==> src/dgp_pkg.sv <==
// constants for the dual gpio port block
package dgp_pkg;
  // register offsets (word index on the plain register port)
  localparam logic [3:0] ADDR_A_DATA  = 4'h0;
  localparam logic [3:0] ADDR_A_DIR   = 4'h1;
  localparam logic [3:0] ADDR_B_DATA  = 4'h2;
  localparam logic [3:0] ADDR_B_DIR   = 4'h3;
  localparam logic [3:0] ADDR_ANALOG  = 4'h4;
  localparam logic [3:0] ADDR_PULLUP  = 4'h5;
  localparam logic [3:0] ADDR_INTCTL  = 4'h6;
  localparam logic [3:0] ADDR_PERIPH  = 4'h7;
  localparam logic [3:0] ADDR_FWDATA  = 4'h8;
  // field positions
  localparam int OD_BIT        = 4;
  localparam int CHG_FLAG_BIT  = 0;
  localparam int WAKE_BIT      = 1;
  localparam int CCP_EN_BIT    = 0;
  localparam int CCP_OUT_BIT   = 1;
  localparam int CCP_LVL_BIT   = 2;
  localparam int TMR_CNT_BIT   = 3;
  localparam int TMR_OSC_BIT   = 4;
  localparam int TMR_SRC_LSB   = 5;
  localparam int PROG_EN_BIT   = 7;
  localparam int FW_CLK_BIT    = 0;
  // timer clock sources in counter mode
  localparam logic [1:0] SRC_PIN = 2'h0;
  localparam logic [1:0] SRC_FW  = 2'h1;
  localparam logic [1:0] SRC_OSC = 2'h2;
  // reset values
  localparam logic [4:0] RST_A_DIR   = 5'h1f;
  localparam logic [7:0] RST_B_DIR   = 8'hff;
  localparam logic [3:0] RST_ANALOG  = 4'hf;
  localparam logic [7:0] RST_PULLUP  = 8'h00;
endpackage

==> src/dgp_gpio.sv <==
// dual gpio port with change detection on the upper second-port bits
//
// Overview of operation
// - five-bit first port, per-bit direction
// - direction 1 releases pin, 0 drives latch
// - reads return pins, writes load latch
// - writes replace the whole latch, pins not sampled
// - bit 4 timer clock in, open-drain low
// - bits 3..0 digital or analog by config
// - reset: bits 3..0 analog, read as zero
// - direction still gates drivers in analog mode
// - ccp, timer oscillator and programming enables override direction of bits 3, 2..1 and 6
// - only upper input bits join change detect
// - compare upper inputs with last-access copy
// - mismatches ORed into flag bit 0
// - port change raises wake request
// - any second-port data access refreshes comparison copy
// - switchable pull-ups, bit 0 external interrupt
// - bit 3 capture/compare/pwm pin
// - bits 6,7 serial programming clock/data
// - bit 1 timer osc out/clock, bit 2 osc in
// - timer on main clock leaves pins alone
// - counter clock: pin, firmware bit, oscillator
module dgp_gpio (
  // clock and reset
  input  wire logic       clk,
  input  wire logic       rstn,
  // register port
  input  wire logic [3:0] regAddr,
  input  wire logic [7:0] regWdata,
  input  wire logic       regWr,
  input  wire logic       regRd,
  output logic      [7:0] regRdata,
  // first port pins
  input  wire logic [4:0] portAIn,
  output logic      [4:0] portAOut,
  output logic      [4:0] portAOe,
  output logic      [3:0] analogSel,
  output logic            firstTimerClk,
  // second port pins
  input  wire logic [7:0] portBIn,
  output logic      [7:0] portBOut,
  output logic      [7:0] portBOe,
  output logic      [7:0] portBPullup,
  // peripheral side
  input  wire logic       ccpDrive,
  input  wire logic       timerOscOut,
  output logic            extIntPin,
  output logic            ccpPinLevel,
  output logic            secondTimerClk,
  output logic            progClk,
  output logic            progData,
  output logic            wakeReq
);
  // ***********************************
  // reset release
  // ***********************************
  logic rstSync1_q;
  logic rstSync2_q;
  always_ff @(posedge clk or negedge rstn) begin
    if (!rstn) begin
      rstSync1_q <= 1'b0;
      rstSync2_q <= 1'b0;
    end else begin
      rstSync1_q <= 1'b1;
      rstSync2_q <= rstSync1_q;
    end
  end
  logic rstnInt;
  assign rstnInt = rstSync2_q;

  // ***********************************
  // register state
  // ***********************************
  logic [4:0] aLatch_q;
  logic [4:0] aLatch_d;
  logic [4:0] aDir_q;
  logic [4:0] aDir_d;
  logic [7:0] bLatch_q;
  logic [7:0] bLatch_d;
  logic [7:0] bDir_q;
  logic [7:0] bDir_d;
  logic [3:0] analog_q;
  logic [3:0] analog_d;
  logic [7:0] pullup_q;
  logic [7:0] pullup_d;
  logic [7:0] periph_q;
  logic [7:0] periph_d;
  logic       fwClk_q;
  logic       fwClk_d;
  logic       wakeEn_q;
  logic       wakeEn_d;
  // copy of the upper second-port bits at the last access
  logic [3:0] oldB_q;
  logic [3:0] oldB_d;
  logic       flag_q;
  logic       flag_d;
  logic [7:0] rdata_q;
  logic [7:0] rdata_d;

  // pin views as software sees them
  logic [4:0] aView;
  logic [7:0] bView;
  logic       ccpOn;
  logic       ccpOut;
  logic       tmrCnt;
  logic       tmrOsc;
  logic       progOn;
  logic [3:0] mismatch;
  logic [7:0] bDirEff;

  assign ccpOn  = periph_q[dgp_pkg::CCP_EN_BIT];
  assign ccpOut = periph_q[dgp_pkg::CCP_OUT_BIT];
  assign tmrCnt = periph_q[dgp_pkg::TMR_CNT_BIT];
  assign tmrOsc = periph_q[dgp_pkg::TMR_OSC_BIT] & tmrCnt;
  assign progOn = periph_q[dgp_pkg::PROG_EN_BIT];

  always_comb begin
    // analog pins read zero
    aView = portAIn & {1'b1, ~analog_q};
    bView = portBIn;
    // capture on input: reads zero while ccp owns the pin
    if (ccpOn && bDir_q[3]) begin
      bView[3] = 1'b0;
    end
    // compare/pwm: pin is peripheral-driven, read shows latch
    if (ccpOn && !bDir_q[3]) begin
      bView[3] = bLatch_q[3];
    end
  end

  // direction as the pins see it, peripherals take over
  always_comb begin
    bDirEff = bDir_q;
    if (ccpOn) begin
      bDirEff[3] = ~ccpOut;
    end
    if (tmrOsc) begin
      bDirEff[2:1] = 2'h3;
    end
    if (progOn) begin
      bDirEff[6] = 1'b1;
    end
  end

  // ***********************************
  // change detect, one comparator per upper bit
  // ***********************************
  // outputs drop out so their own drive never trips the flag
  for (genvar g = 0; g < 4; g++) begin : gChange
    assign mismatch[g] = (portBIn[4 + g] ^ oldB_q[g]) & bDir_q[4 + g];
  end

  // ***********************************
  // register next state
  // ***********************************
  always_comb begin
    aLatch_d = aLatch_q;
    aDir_d   = aDir_q;
    bLatch_d = bLatch_q;
    bDir_d   = bDir_q;
    analog_d = analog_q;
    pullup_d = pullup_q;
    periph_d = periph_q;
    fwClk_d  = fwClk_q;
    wakeEn_d = wakeEn_q;
    if (regWr) begin
      unique case (regAddr)
        dgp_pkg::ADDR_A_DATA: aLatch_d = regWdata[4:0];
        dgp_pkg::ADDR_A_DIR:  aDir_d   = regWdata[4:0];
        dgp_pkg::ADDR_B_DATA: bLatch_d = regWdata;
        dgp_pkg::ADDR_B_DIR:  bDir_d   = regWdata;
        dgp_pkg::ADDR_ANALOG: analog_d = regWdata[3:0];
        dgp_pkg::ADDR_PULLUP: pullup_d = regWdata;
        dgp_pkg::ADDR_PERIPH: periph_d = regWdata;
        dgp_pkg::ADDR_FWDATA: fwClk_d  = regWdata[dgp_pkg::FW_CLK_BIT];
        dgp_pkg::ADDR_INTCTL: wakeEn_d = regWdata[dgp_pkg::WAKE_BIT];
        default: ;
      endcase
    end
  end

  always_ff @(posedge clk or negedge rstnInt) begin
    if (!rstnInt) begin
      aLatch_q <= 5'h00;
      aDir_q   <= dgp_pkg::RST_A_DIR;
      bLatch_q <= 8'h00;
      bDir_q   <= dgp_pkg::RST_B_DIR;
      analog_q <= dgp_pkg::RST_ANALOG;
      pullup_q <= dgp_pkg::RST_PULLUP;
      periph_q <= 8'h00;
      fwClk_q  <= 1'b0;
      wakeEn_q <= 1'b0;
    end else begin
      aLatch_q <= aLatch_d;
      aDir_q   <= aDir_d;
      bLatch_q <= bLatch_d;
      bDir_q   <= bDir_d;
      analog_q <= analog_d;
      pullup_q <= pullup_d;
      periph_q <= periph_d;
      fwClk_q  <= fwClk_d;
      wakeEn_q <= wakeEn_d;
    end
  end

  // ***********************************
  // read data, stands one cycle after the strobe
  // ***********************************
  always_comb begin
    // idle and unmapped reads give zero
    rdata_d = 8'h00;
    if (regRd) begin
      unique case (regAddr)
        dgp_pkg::ADDR_A_DATA: rdata_d = {3'h0, aView};
        dgp_pkg::ADDR_A_DIR:  rdata_d = {3'h0, aDir_q};
        dgp_pkg::ADDR_B_DATA: rdata_d = bView;
        dgp_pkg::ADDR_B_DIR:  rdata_d = bDir_q;
        dgp_pkg::ADDR_ANALOG: rdata_d = {4'h0, analog_q};
        dgp_pkg::ADDR_PULLUP: rdata_d = pullup_q;
        dgp_pkg::ADDR_PERIPH: rdata_d = periph_q;
        dgp_pkg::ADDR_FWDATA: rdata_d = {7'h00, fwClk_q};
        dgp_pkg::ADDR_INTCTL: rdata_d = {6'h00, wakeEn_q, flag_q};
        default:              rdata_d = 8'h00;
      endcase
    end
  end

  always_ff @(posedge clk or negedge rstnInt) begin
    if (!rstnInt) begin
      rdata_q <= 8'h00;
    end else begin
      rdata_q <= rdata_d;
    end
  end

  // ***********************************
  // change flag and comparison copy
  // ***********************************
  // strobes that touch the change logic
  logic portBHit;
  logic flagClr;
  assign portBHit = (regWr || regRd) && regAddr == dgp_pkg::ADDR_B_DATA;
  assign flagClr  = regWr && regAddr == dgp_pkg::ADDR_INTCTL && !regWdata[dgp_pkg::CHG_FLAG_BIT];

  always_comb begin
    oldB_d = oldB_q;
    flag_d = flag_q;
    if (flagClr) begin
      flag_d = 1'b0;
    end
    // any read or write of the second-port data refreshes the copy
    if (portBHit) begin
      oldB_d = portBIn[7:4];
    end else if (|mismatch) begin
      // set beats a same-cycle clear, but a change seen during a port access is dropped
      flag_d = 1'b1;
    end
  end

  always_ff @(posedge clk or negedge rstnInt) begin
    if (!rstnInt) begin
      oldB_q <= 4'h0;
      flag_q <= 1'b0;
    end else begin
      oldB_q <= oldB_d;
      flag_q <= flag_d;
    end
  end

  // ***********************************
  // pin drivers, registered
  // ***********************************
  logic [4:0] aOut_d;
  logic [4:0] aOe_d;
  logic [4:0] aOut_q;
  logic [4:0] aOe_q;
  logic [7:0] bOut_d;
  logic [7:0] bOe_d;
  logic [7:0] bOut_q;
  logic [7:0] bOe_q;
  logic       tClk_d;
  logic       tClk_q;
  logic [5:0] side_d;
  logic [5:0] side_q;

  // first port, one slice per bit
  for (genvar g = 0; g < 5; g++) begin : gPortA
    if (g == dgp_pkg::OD_BIT) begin : gOpenDrain
      // never drives high, so the shared timer clock line cannot fight it
      assign aOut_d[g] = 1'b0;
      assign aOe_d[g]  = ~aDir_q[g] & ~aLatch_q[g];
    end else begin : gPushPull
      // analog mode keeps the driver; software must hold the pin an input
      assign aOut_d[g] = aLatch_q[g];
      assign aOe_d[g]  = ~aDir_q[g];
    end
  end

  always_comb begin
    bOut_d = bLatch_q;
    bOe_d  = ~bDirEff;
    // ccp owns bit 3 data, its direction comes from bDirEff
    if (ccpOn) begin
      bOut_d[3] = ccpDrive;
    end
    // oscillator output takes bit 1 whatever its direction bit says
    if (tmrOsc) begin
      bOut_d[1] = timerOscOut;
      bOe_d[1]  = 1'b1;
    end
  end

  // port data and drive-enable outputs come straight from these flops
  always_ff @(posedge clk or negedge rstnInt) begin
    if (!rstnInt) begin
      aOut_q <= 5'h00;
      aOe_q  <= 5'h00;
      bOut_q <= 8'h00;
      bOe_q  <= 8'h00;
    end else begin
      aOut_q <= aOut_d;
      aOe_q  <= aOe_d;
      bOut_q <= bOut_d;
      bOe_q  <= bOe_d;
    end
  end

  // ***********************************
  // peripheral side copies and counter clock
  // ***********************************
  always_comb begin
    unique case (periph_q[dgp_pkg::TMR_SRC_LSB +: 2])
      dgp_pkg::SRC_FW:  tClk_d = fwClk_q;
      dgp_pkg::SRC_OSC: tClk_d = portBIn[2];
      default:          tClk_d = portBIn[1];
    endcase
    // timer on the main clock: no pin reaches the counter
    if (!tmrCnt) begin
      tClk_d = 1'b0;
    end
    // copies lag the pins by one clock, like the port drivers; analogSel and portBPullup come straight from their registers
    side_d = {flag_q & wakeEn_q, portBIn[7], portBIn[6], portBIn[3], portBIn[0], portAIn[dgp_pkg::OD_BIT]};
  end

  always_ff @(posedge clk or negedge rstnInt) begin
    if (!rstnInt) begin
      tClk_q <= 1'b0;
      side_q <= 6'h00;
    end else begin
      tClk_q <= tClk_d;
      side_q <= side_d;
    end
  end

  assign regRdata       = rdata_q;
  assign portAOut       = aOut_q;
  assign portAOe        = aOe_q;
  assign analogSel      = analog_q;
  assign firstTimerClk  = side_q[0];
  assign portBOut       = bOut_q;
  assign portBOe        = bOe_q;
  assign portBPullup    = pullup_q;
  assign extIntPin      = side_q[1];
  assign ccpPinLevel    = side_q[2];
  assign progClk        = side_q[3];
  assign progData       = side_q[4];
  assign wakeReq        = side_q[5];
  assign secondTimerClk = tClk_q;
endmodule

==> config.mk <==
export PLATFORM = sky130hd
export DESIGN_NAME = dgp_gpio
export DESIGN_NICKNAME = d
export VERILOG_FILES = /design/src/dgp_pkg.sv /design/src/dgp_gpio.sv
export SDC_FILE = /design/constraint.sdc
export NUM_CORES = 1
export LEC_CHECK = 0
export BUFFER_PORTS_ARGS = -buffer_cell sky130_fd_sc_hd__buf_2
export CAP_MARGIN = 10
export CORE_MARGIN = 5
export CORE_UTILIZATION = 58
export DETAILED_ROUTE_END_ITERATION = 10
export PLACE_DENSITY_LB_ADDON = 0.25
export RECOVER_POWER = 25
export SYNTH_ARGS = -nofsm -noshare
export SYNTH_HDL_FRONTEND = slang
export SYNTH_SLANG_ARGS = --single-unit
==> constraint.sdc <==
create_clock -name clk -period 4.8 [get_ports clk]
set_input_delay 0 -clock clk [delete_from_list [all_inputs] [get_ports clk]]
set_output_delay 0 -clock clk [all_outputs]
set_load 0.01 [all_outputs]
==> results.json, run 1 <==
{
  "tightest_slew_ps": 1810,
  "synth_cells": 277,
  "dp_cells": 429,
  "fin_area_um2": 4720,
  "rsz0062_at_grt": "false",
  "core_um2": 6680,
  "clk_latency_ps": 370,
  "grt_pass1_vias": 2759,
  "drtPass1Iterations": 4,
  "ctsHoldBuffers": 19,
  "cp_slowest_cell": "dfrtp_1",
  "synth_top_area_share_pct": 49.9,
  "endpoint_kind": "asynchronous set/reset pin",
  "fp-row-count": 30,
  "routabilityCongestion": 0.899,
  "instances_no_fill": 465,
  "final_cell_mix": "dfrtp_1, buf_2, mux2_2",
  "tritoncts": "done",
  "grt_overflow": 0,
  "fin_crit_ps": 1820,
  "grt_pass1_wl_um": 14100,
  "cap_viol_max_count": 1,
  "cts_resized": 0,
  "criticalPathCategory": "flip-flop to asynchronous set/reset pin",
  "ys_seq_area_share_pct": 61.3,
  "clock_skew_ps": 8.00,
  "io_pins": 84,
  "path_buf_inv": 1,
  "grt_max_degree": 94,
  "arrival_ps": 2310,
  "antenna_found_initial": 0,
  "synth_area_um2": 3910,
  "synth-seq-cells": 95,
  "critPathMaxStageDelay_ps": 1560,
  "post_cts_buffers": 0,
  "setup_viol": 0,
  "diodes": 0,
  "cp.required_ps": 5290,
  "die_width_um": 92.1,
  "violations": "max-capacitance violations, max-slew violations",
  "routedWlPerCell_um": 18.1,
  "dpl_cell_area_um2": 4340,
  "io_buffers": 82,
  "drtIter0Drc": 131,
  "crit_family": "flip-flops",
  "syn-mean-instance-area_um2": 14.1,
  "via_count": 2574,
  "totalWireLength_um": 8430,
  "cts-root-buf": "clkbuf_8",
  "via_per_inst": 5.54,
  "cts_buffer_depth": 2,
  "post-route-period-util_pct": 38.0,
  "ys_types": 48,
  "synth_nets": 310,
  "leakage_nw": 2.21,
  "synth_area_leader_cell": "dfrtp_1",
  "ys_warn_count": 0,
  "slew_viol_final": 46,
  "slew_headroom_pct": -20.5,
  "ff2ff_setup_slack_ps": 2980,
  "worstPathCellList": "buf_12",
  "htreeDepth": 3,
  "drcViolationCount": 0,
  "netlist_top_cells_area": "dfrtp_1, mux2_2, dfstp_2",
  "hold_viol": 0,
  "grt_use_total_pct": 21.8,
  "ant_nets": 0,
  "cts_buffers": 9,
  "area_growth_pct": 20.7,
  "hold_path.class": "primary input to flip-flop",
  "fp.dieArea_um2": 8490,
  "clk_pin_slew_ps": 90,
  "setup_tns_ps": 0,
  "place_hpwl_um": 5730,
  "start_kind": "flip-flop",
  "die_y_um": 92.1,
  "irDropWorstVdd_uv": 319,
  "layout-drive-gt1-share_pct": 43.1,
  "nNetsFinal": 413,
  "start_util_pct": 58.5,
  "pwr_density_cell_nw_per_um2": 415,
  "max_freq_ghz": 0.549,
  "cts_sinks": 95,
  "path_max_fanout": 48,
  "status": "finished, violations left"
}
-- routing by layer --
metal	vias up	track usage, %	part of all wire (%)
li1	1194	-	-
met1	1297	28.9	43
met2	75	35.2	50
met3	8	5.50	5.5
met4	0	7.18	1.1
met5	-	0	0
-- final cells by class --
cell class / count / area [um2]
Multi-Input combinational cell: 160 / 1390
Clock inverter: 6 / 46.3
Fill cell: 493 / 1960
Timing Repair Buffer: 102 / 616
Sequential cell: 95 / 2400
Tap cell: 80 / 100
Inverter: 12 / 45.0
Clock buffer: 10 / 128
-- final timing paths --
| check | depth (start not counted) | start | end |
|---|---|---|---|
| worst max-delay path | 1 | rstSync2_q | analogSel[0] |
| worst min-delay path | 2 | regWdata[0] | periph_q[0] |
| worst max register to register | 1 | rstSync2_q | analogSel[0] |
| worst min register to register | 0 | rstSync1_q | rstSync2_q |
| max in group clk | 4 | bDir_q[0] | regRdata[0] |
| min in group asynchronous | 3 | rstn | rstSync1_q |
-- synth_stat cells, drive strengths merged --
| library cell | number |
|---|---|
| nor4b | 1 |
| nor2b | 3 |
| mux2i | 6 |
| conb | 2 |
| o22ai | 1 |
| ha | 2 |
| and2b | 1 |
| nand2 | 14 |
| a311oi | 1 |
| a22o | 3 |
| o211ai | 1 |
| nand3b | 4 |
| a31oi | 4 |
| o21a | 1 |
| o21ai | 9 |
| or4 | 2 |
| dfstp | 17 |
| and3 | 1 |
| and2 | 2 |
| dfrtp | 78 |
| nor3b | 3 |
| a2111oi | 1 |
| xor2 | 2 |
| and3b | 2 |
| nor2 | 9 |
| a21oi | 7 |
| inv | 12 |
| nand3 | 5 |
| mux2 | 56 |
| a22oi | 3 |
| nor3 | 4 |
| a221oi | 2 |
| a222oi | 3 |
| nand4b | 2 |
| xnor2 | 2 |
| nor4 | 1 |
| buf | 10 |
-- through the flow --
step | worst slack (ps) | util (%) | hold slack (ps) | power, mW
global placement | 3200 | 65.0 | -215 | 1.49
detailed placement | 3160 | 65.0 | -213 | 1.50
global route | 2590 | 70.6 | 38.4 | 2.08
floorplan | 1990 | - | -296 | 1.33
CTS | 3410 | 70.5 | 22.8 | 1.98
finish | 2980 | 70.6 | 36.8 | 1.96
-- where the power goes --
group	switching [mW]	leakage, nW	total (mW)	internal (mW)
clock network	0.277	0.0881	0.469	0.192
registers	0.111	1.12	1.09	0.982
logic	0.184	0.997	0.396	0.212
-- flip-flops by register name, indices dropped and copies added (netlist names), 6 cells and up --
register / cells
portBPullup: 8
bDir_q: 8
side_q: 6
bLatch_q: 8
regRdata: 8
portBOe: 8
portBOut: 8
periph_q: 8
-- cells by family (layout without fill, tap and decap cells) --
group,after synthesis,count (layout),synth area share [%]
compound gates,36,36,6.14
xor+xnor,4,4,0.896
fa+ha+maj,2,2,0.640
buf+inv,22,130,3.23
flops,95,95,61.3
mux,62,62,18.4
other cells,2,2,0.192
simple gates,54,54,9.15
(Power assumes the default switching activity.)
==> inputs of run 2 (changes only) <==
--- a/config.mk
+++ b/config.mk
@@ -8,7 +8,7 @@
 export BUFFER_PORTS_ARGS = -buffer_cell sky130_fd_sc_hd__buf_2
 export CAP_MARGIN = 10
 export CORE_MARGIN = 5
-export CORE_UTILIZATION = 58
+export CORE_UTILIZATION = 49
 export DETAILED_ROUTE_END_ITERATION = 10
 export PLACE_DENSITY_LB_ADDON = 0.25
 export RECOVER_POWER = 25
==> constraint.sdc (replaced) <==
create_clock -name clk -period 1.6 [get_ports clk]
set_input_delay 0 -clock clk [delete_from_list [all_inputs] [get_ports clk]]
set_output_delay 0 -clock clk [all_outputs]
set_load 0.01 [all_outputs]
==> results.json, run 2 (synthesized netlist as in run 1, its figures left out) <==
{
  "tightest_slew_ps": 1080,
  "totalWireLength_um": 8870,
  "clk_pin_slew_ps": 90,
  "clk_latency_ps": 350,
  "diodes": 0,
  "io_buffers": 82,
  "postLayoutCoreUtil_pct": 62.5,
  "layout-drive-gt1-share_pct": 45.4,
  "die_width_um": 99.3,
  "grt_overflow": 0,
  "ctsHoldBuffers": 17,
  "cts_buffer_depth": 2,
  "grt_pass1_vias": 2738,
  "critPathMaxStageDelay_ps": 580,
  "setup_viol": 0,
  "pwr-share-clk_pct": 27.7,
  "p_comb_share_pct": 19.6,
  "fin_crit_ps": 1500,
  "cts_resized": 0,
  "cap_viol_max_count": 0,
  "via_count": 2630,
  "cp_slowest_cell": "dfstp_2",
  "area_growth_pct": 24.2,
  "antenna_found_initial": 0,
  "drcViolationCount": 0,
  "leakage_nw": 2.28,
  "crit_cells": 4,
  "criticalPathCategory": "flip-flop to flip-flop",
  "rsz0062_at_grt": "false",
  "power.share.switching_pct": 27.7,
  "power_frac_seq_pct": 52.7,
  "grt_pass1_wl_um": 14400,
  "routedWlPerCell_um": 17.9,
  "path_max_fanout": 3,
  "core_um2": 7770,
  "drtIter0Drc": 112,
  "tritoncts": "done",
  "slew_headroom_pct": 27.8,
  "clock_skew_ps": 10.6,
  "cts_buffers": 9,
  "via_per_inst": 5.30,
  "pwr_density_cell_nw_per_um2": 1280,
  "worstPathCellList": "mux2i_1 > a2111oi_0 > a311oi_1 > a21oi_1",
  "grt_max_degree": 30,
  "r2r-start": "bDir_q[0]",
  "multi_input_area_um2": 1390,
  "slew_viol_final": 0,
  "nFillCells": 624,
  "arrival_ps": 1780,
  "status": "completed",
  "start_kind": "flip-flop",
  "ff2ff_setup_slack_ps": 100,
  "post-route-period-util_pct": 93.7,
  "cp.required_ps": 1880,
  "cts_sinks": 95,
  "setup_tns_ps": 0,
  "fp.dieArea_um2": 9870,
  "place_hpwl_um": 6510,
  "seqCellArea_um2": 2400,
  "grt_use_total_pct": 18.8,
  "hold_viol": 0,
  "die_y_um": 99.3,
  "start_util_pct": 50.4,
  "routabilityCongestion": 0.868,
  "cts-root-buf": "clkbuf_8",
  "startpoint": "bDir_q[0]",
  "drtPass1Iterations": 7,
  "r2r_end": "regRdata[0]",
  "ant_nets": 0,
  "power.internal_mw": 4.49,
  "fp-row-count": 32,
  "path_buf_inv": 0,
  "endpoint_kind": "flip-flop",
  "htreeDepth": 3,
  "hold_path.class": "primary input to flip-flop",
  "post_cts_buffers": 0,
  "r2r_cells": 4,
  "endpoint": "regRdata[0]",
  "io_pins": 84,
  "irDropWorstVdd_uv": 631,
  "final_cell_mix": "dfrtp_1, buf_2, mux2_2",
  "nNetsFinal": 422,
  "crit_family": "compound AO/OA/AOI/OAI gates",
  "max_freq_ghz": 0.667,
  "p_switching_mw": 1.72
}
-- run 2: cell count changes in the layout (fill, tap and decap cells not counted), sizes merged --
cell,previous run,this run
dlygate4sd3,19,17
clkinvlp,1,0
bufinv,0,2
buf,79,90
clkinv,4,3
-- run 2: through the flow --
| step | total power [mW] | worst slack (ps) | hold WS, ps | std cells | instance area (um2) |
|---|---|---|---|---|---|
| after global placement | 4.50 | 119 | -213 | 463 | 4470 |
| after CTS | 6.30 | 98.3 | 2.44 | 496 | 4870 |
| after detailed placement | 4.54 | 91.6 | -212 | 463 | 4470 |
| final | 6.21 | 101 | 13.1 | 496 | 4860 |
| after floorplan | 3.98 | 17.5 | -296 | 277 | 3910 |
| after global routing | 6.55 | 47.6 | 2.36 | 496 | 4860 |
-- run 2: layout make-up --
class                   count  area share (%)
inverters                  12           0.927
clock buffers              10            2.63
repair buffers            111            14.0
well taps                 102            2.63
multi-input cells         160            28.5
flip-flops and latches     95            49.4
clock inverters             6            1.93
-- run 2: power by group through the flow --
stage          logic, mW  clock network [mW]  registers, mW
2_1_floorplan      0.588                   0           3.40
3_3_place_gp        1.18                   0           3.32
3_5_place_dp        1.21                   0           3.33
4_1_cts             1.25                1.77           3.29
5_1_grt             1.35                1.87           3.33
6_report            1.22                1.72           3.27
-- run 2: worst min-delay path by stage --
stage,to,cells past startpoint,start
detailed placement,rstSync1_q,1,rstn
global placement,rstSync1_q,1,rstn
floorplan,rstSync1_q,0,rstn
global route,aDir_q[2],2,regWdata[2]
finish,aLatch_q[2],2,regWdata[2]
CTS,aLatch_q[2],2,regWdata[2]
-- run 2: metal layers --
layer / share of wire [%] / GRT usage [%] / wire (um)
met1: 44 / 25.6 / 3890
met3: 5.9 / 4.63 / 521
met4: 1.5 / 5.78 / 131
met2: 49 / 29.8 / 4330
met5: 0 / 0 / 0
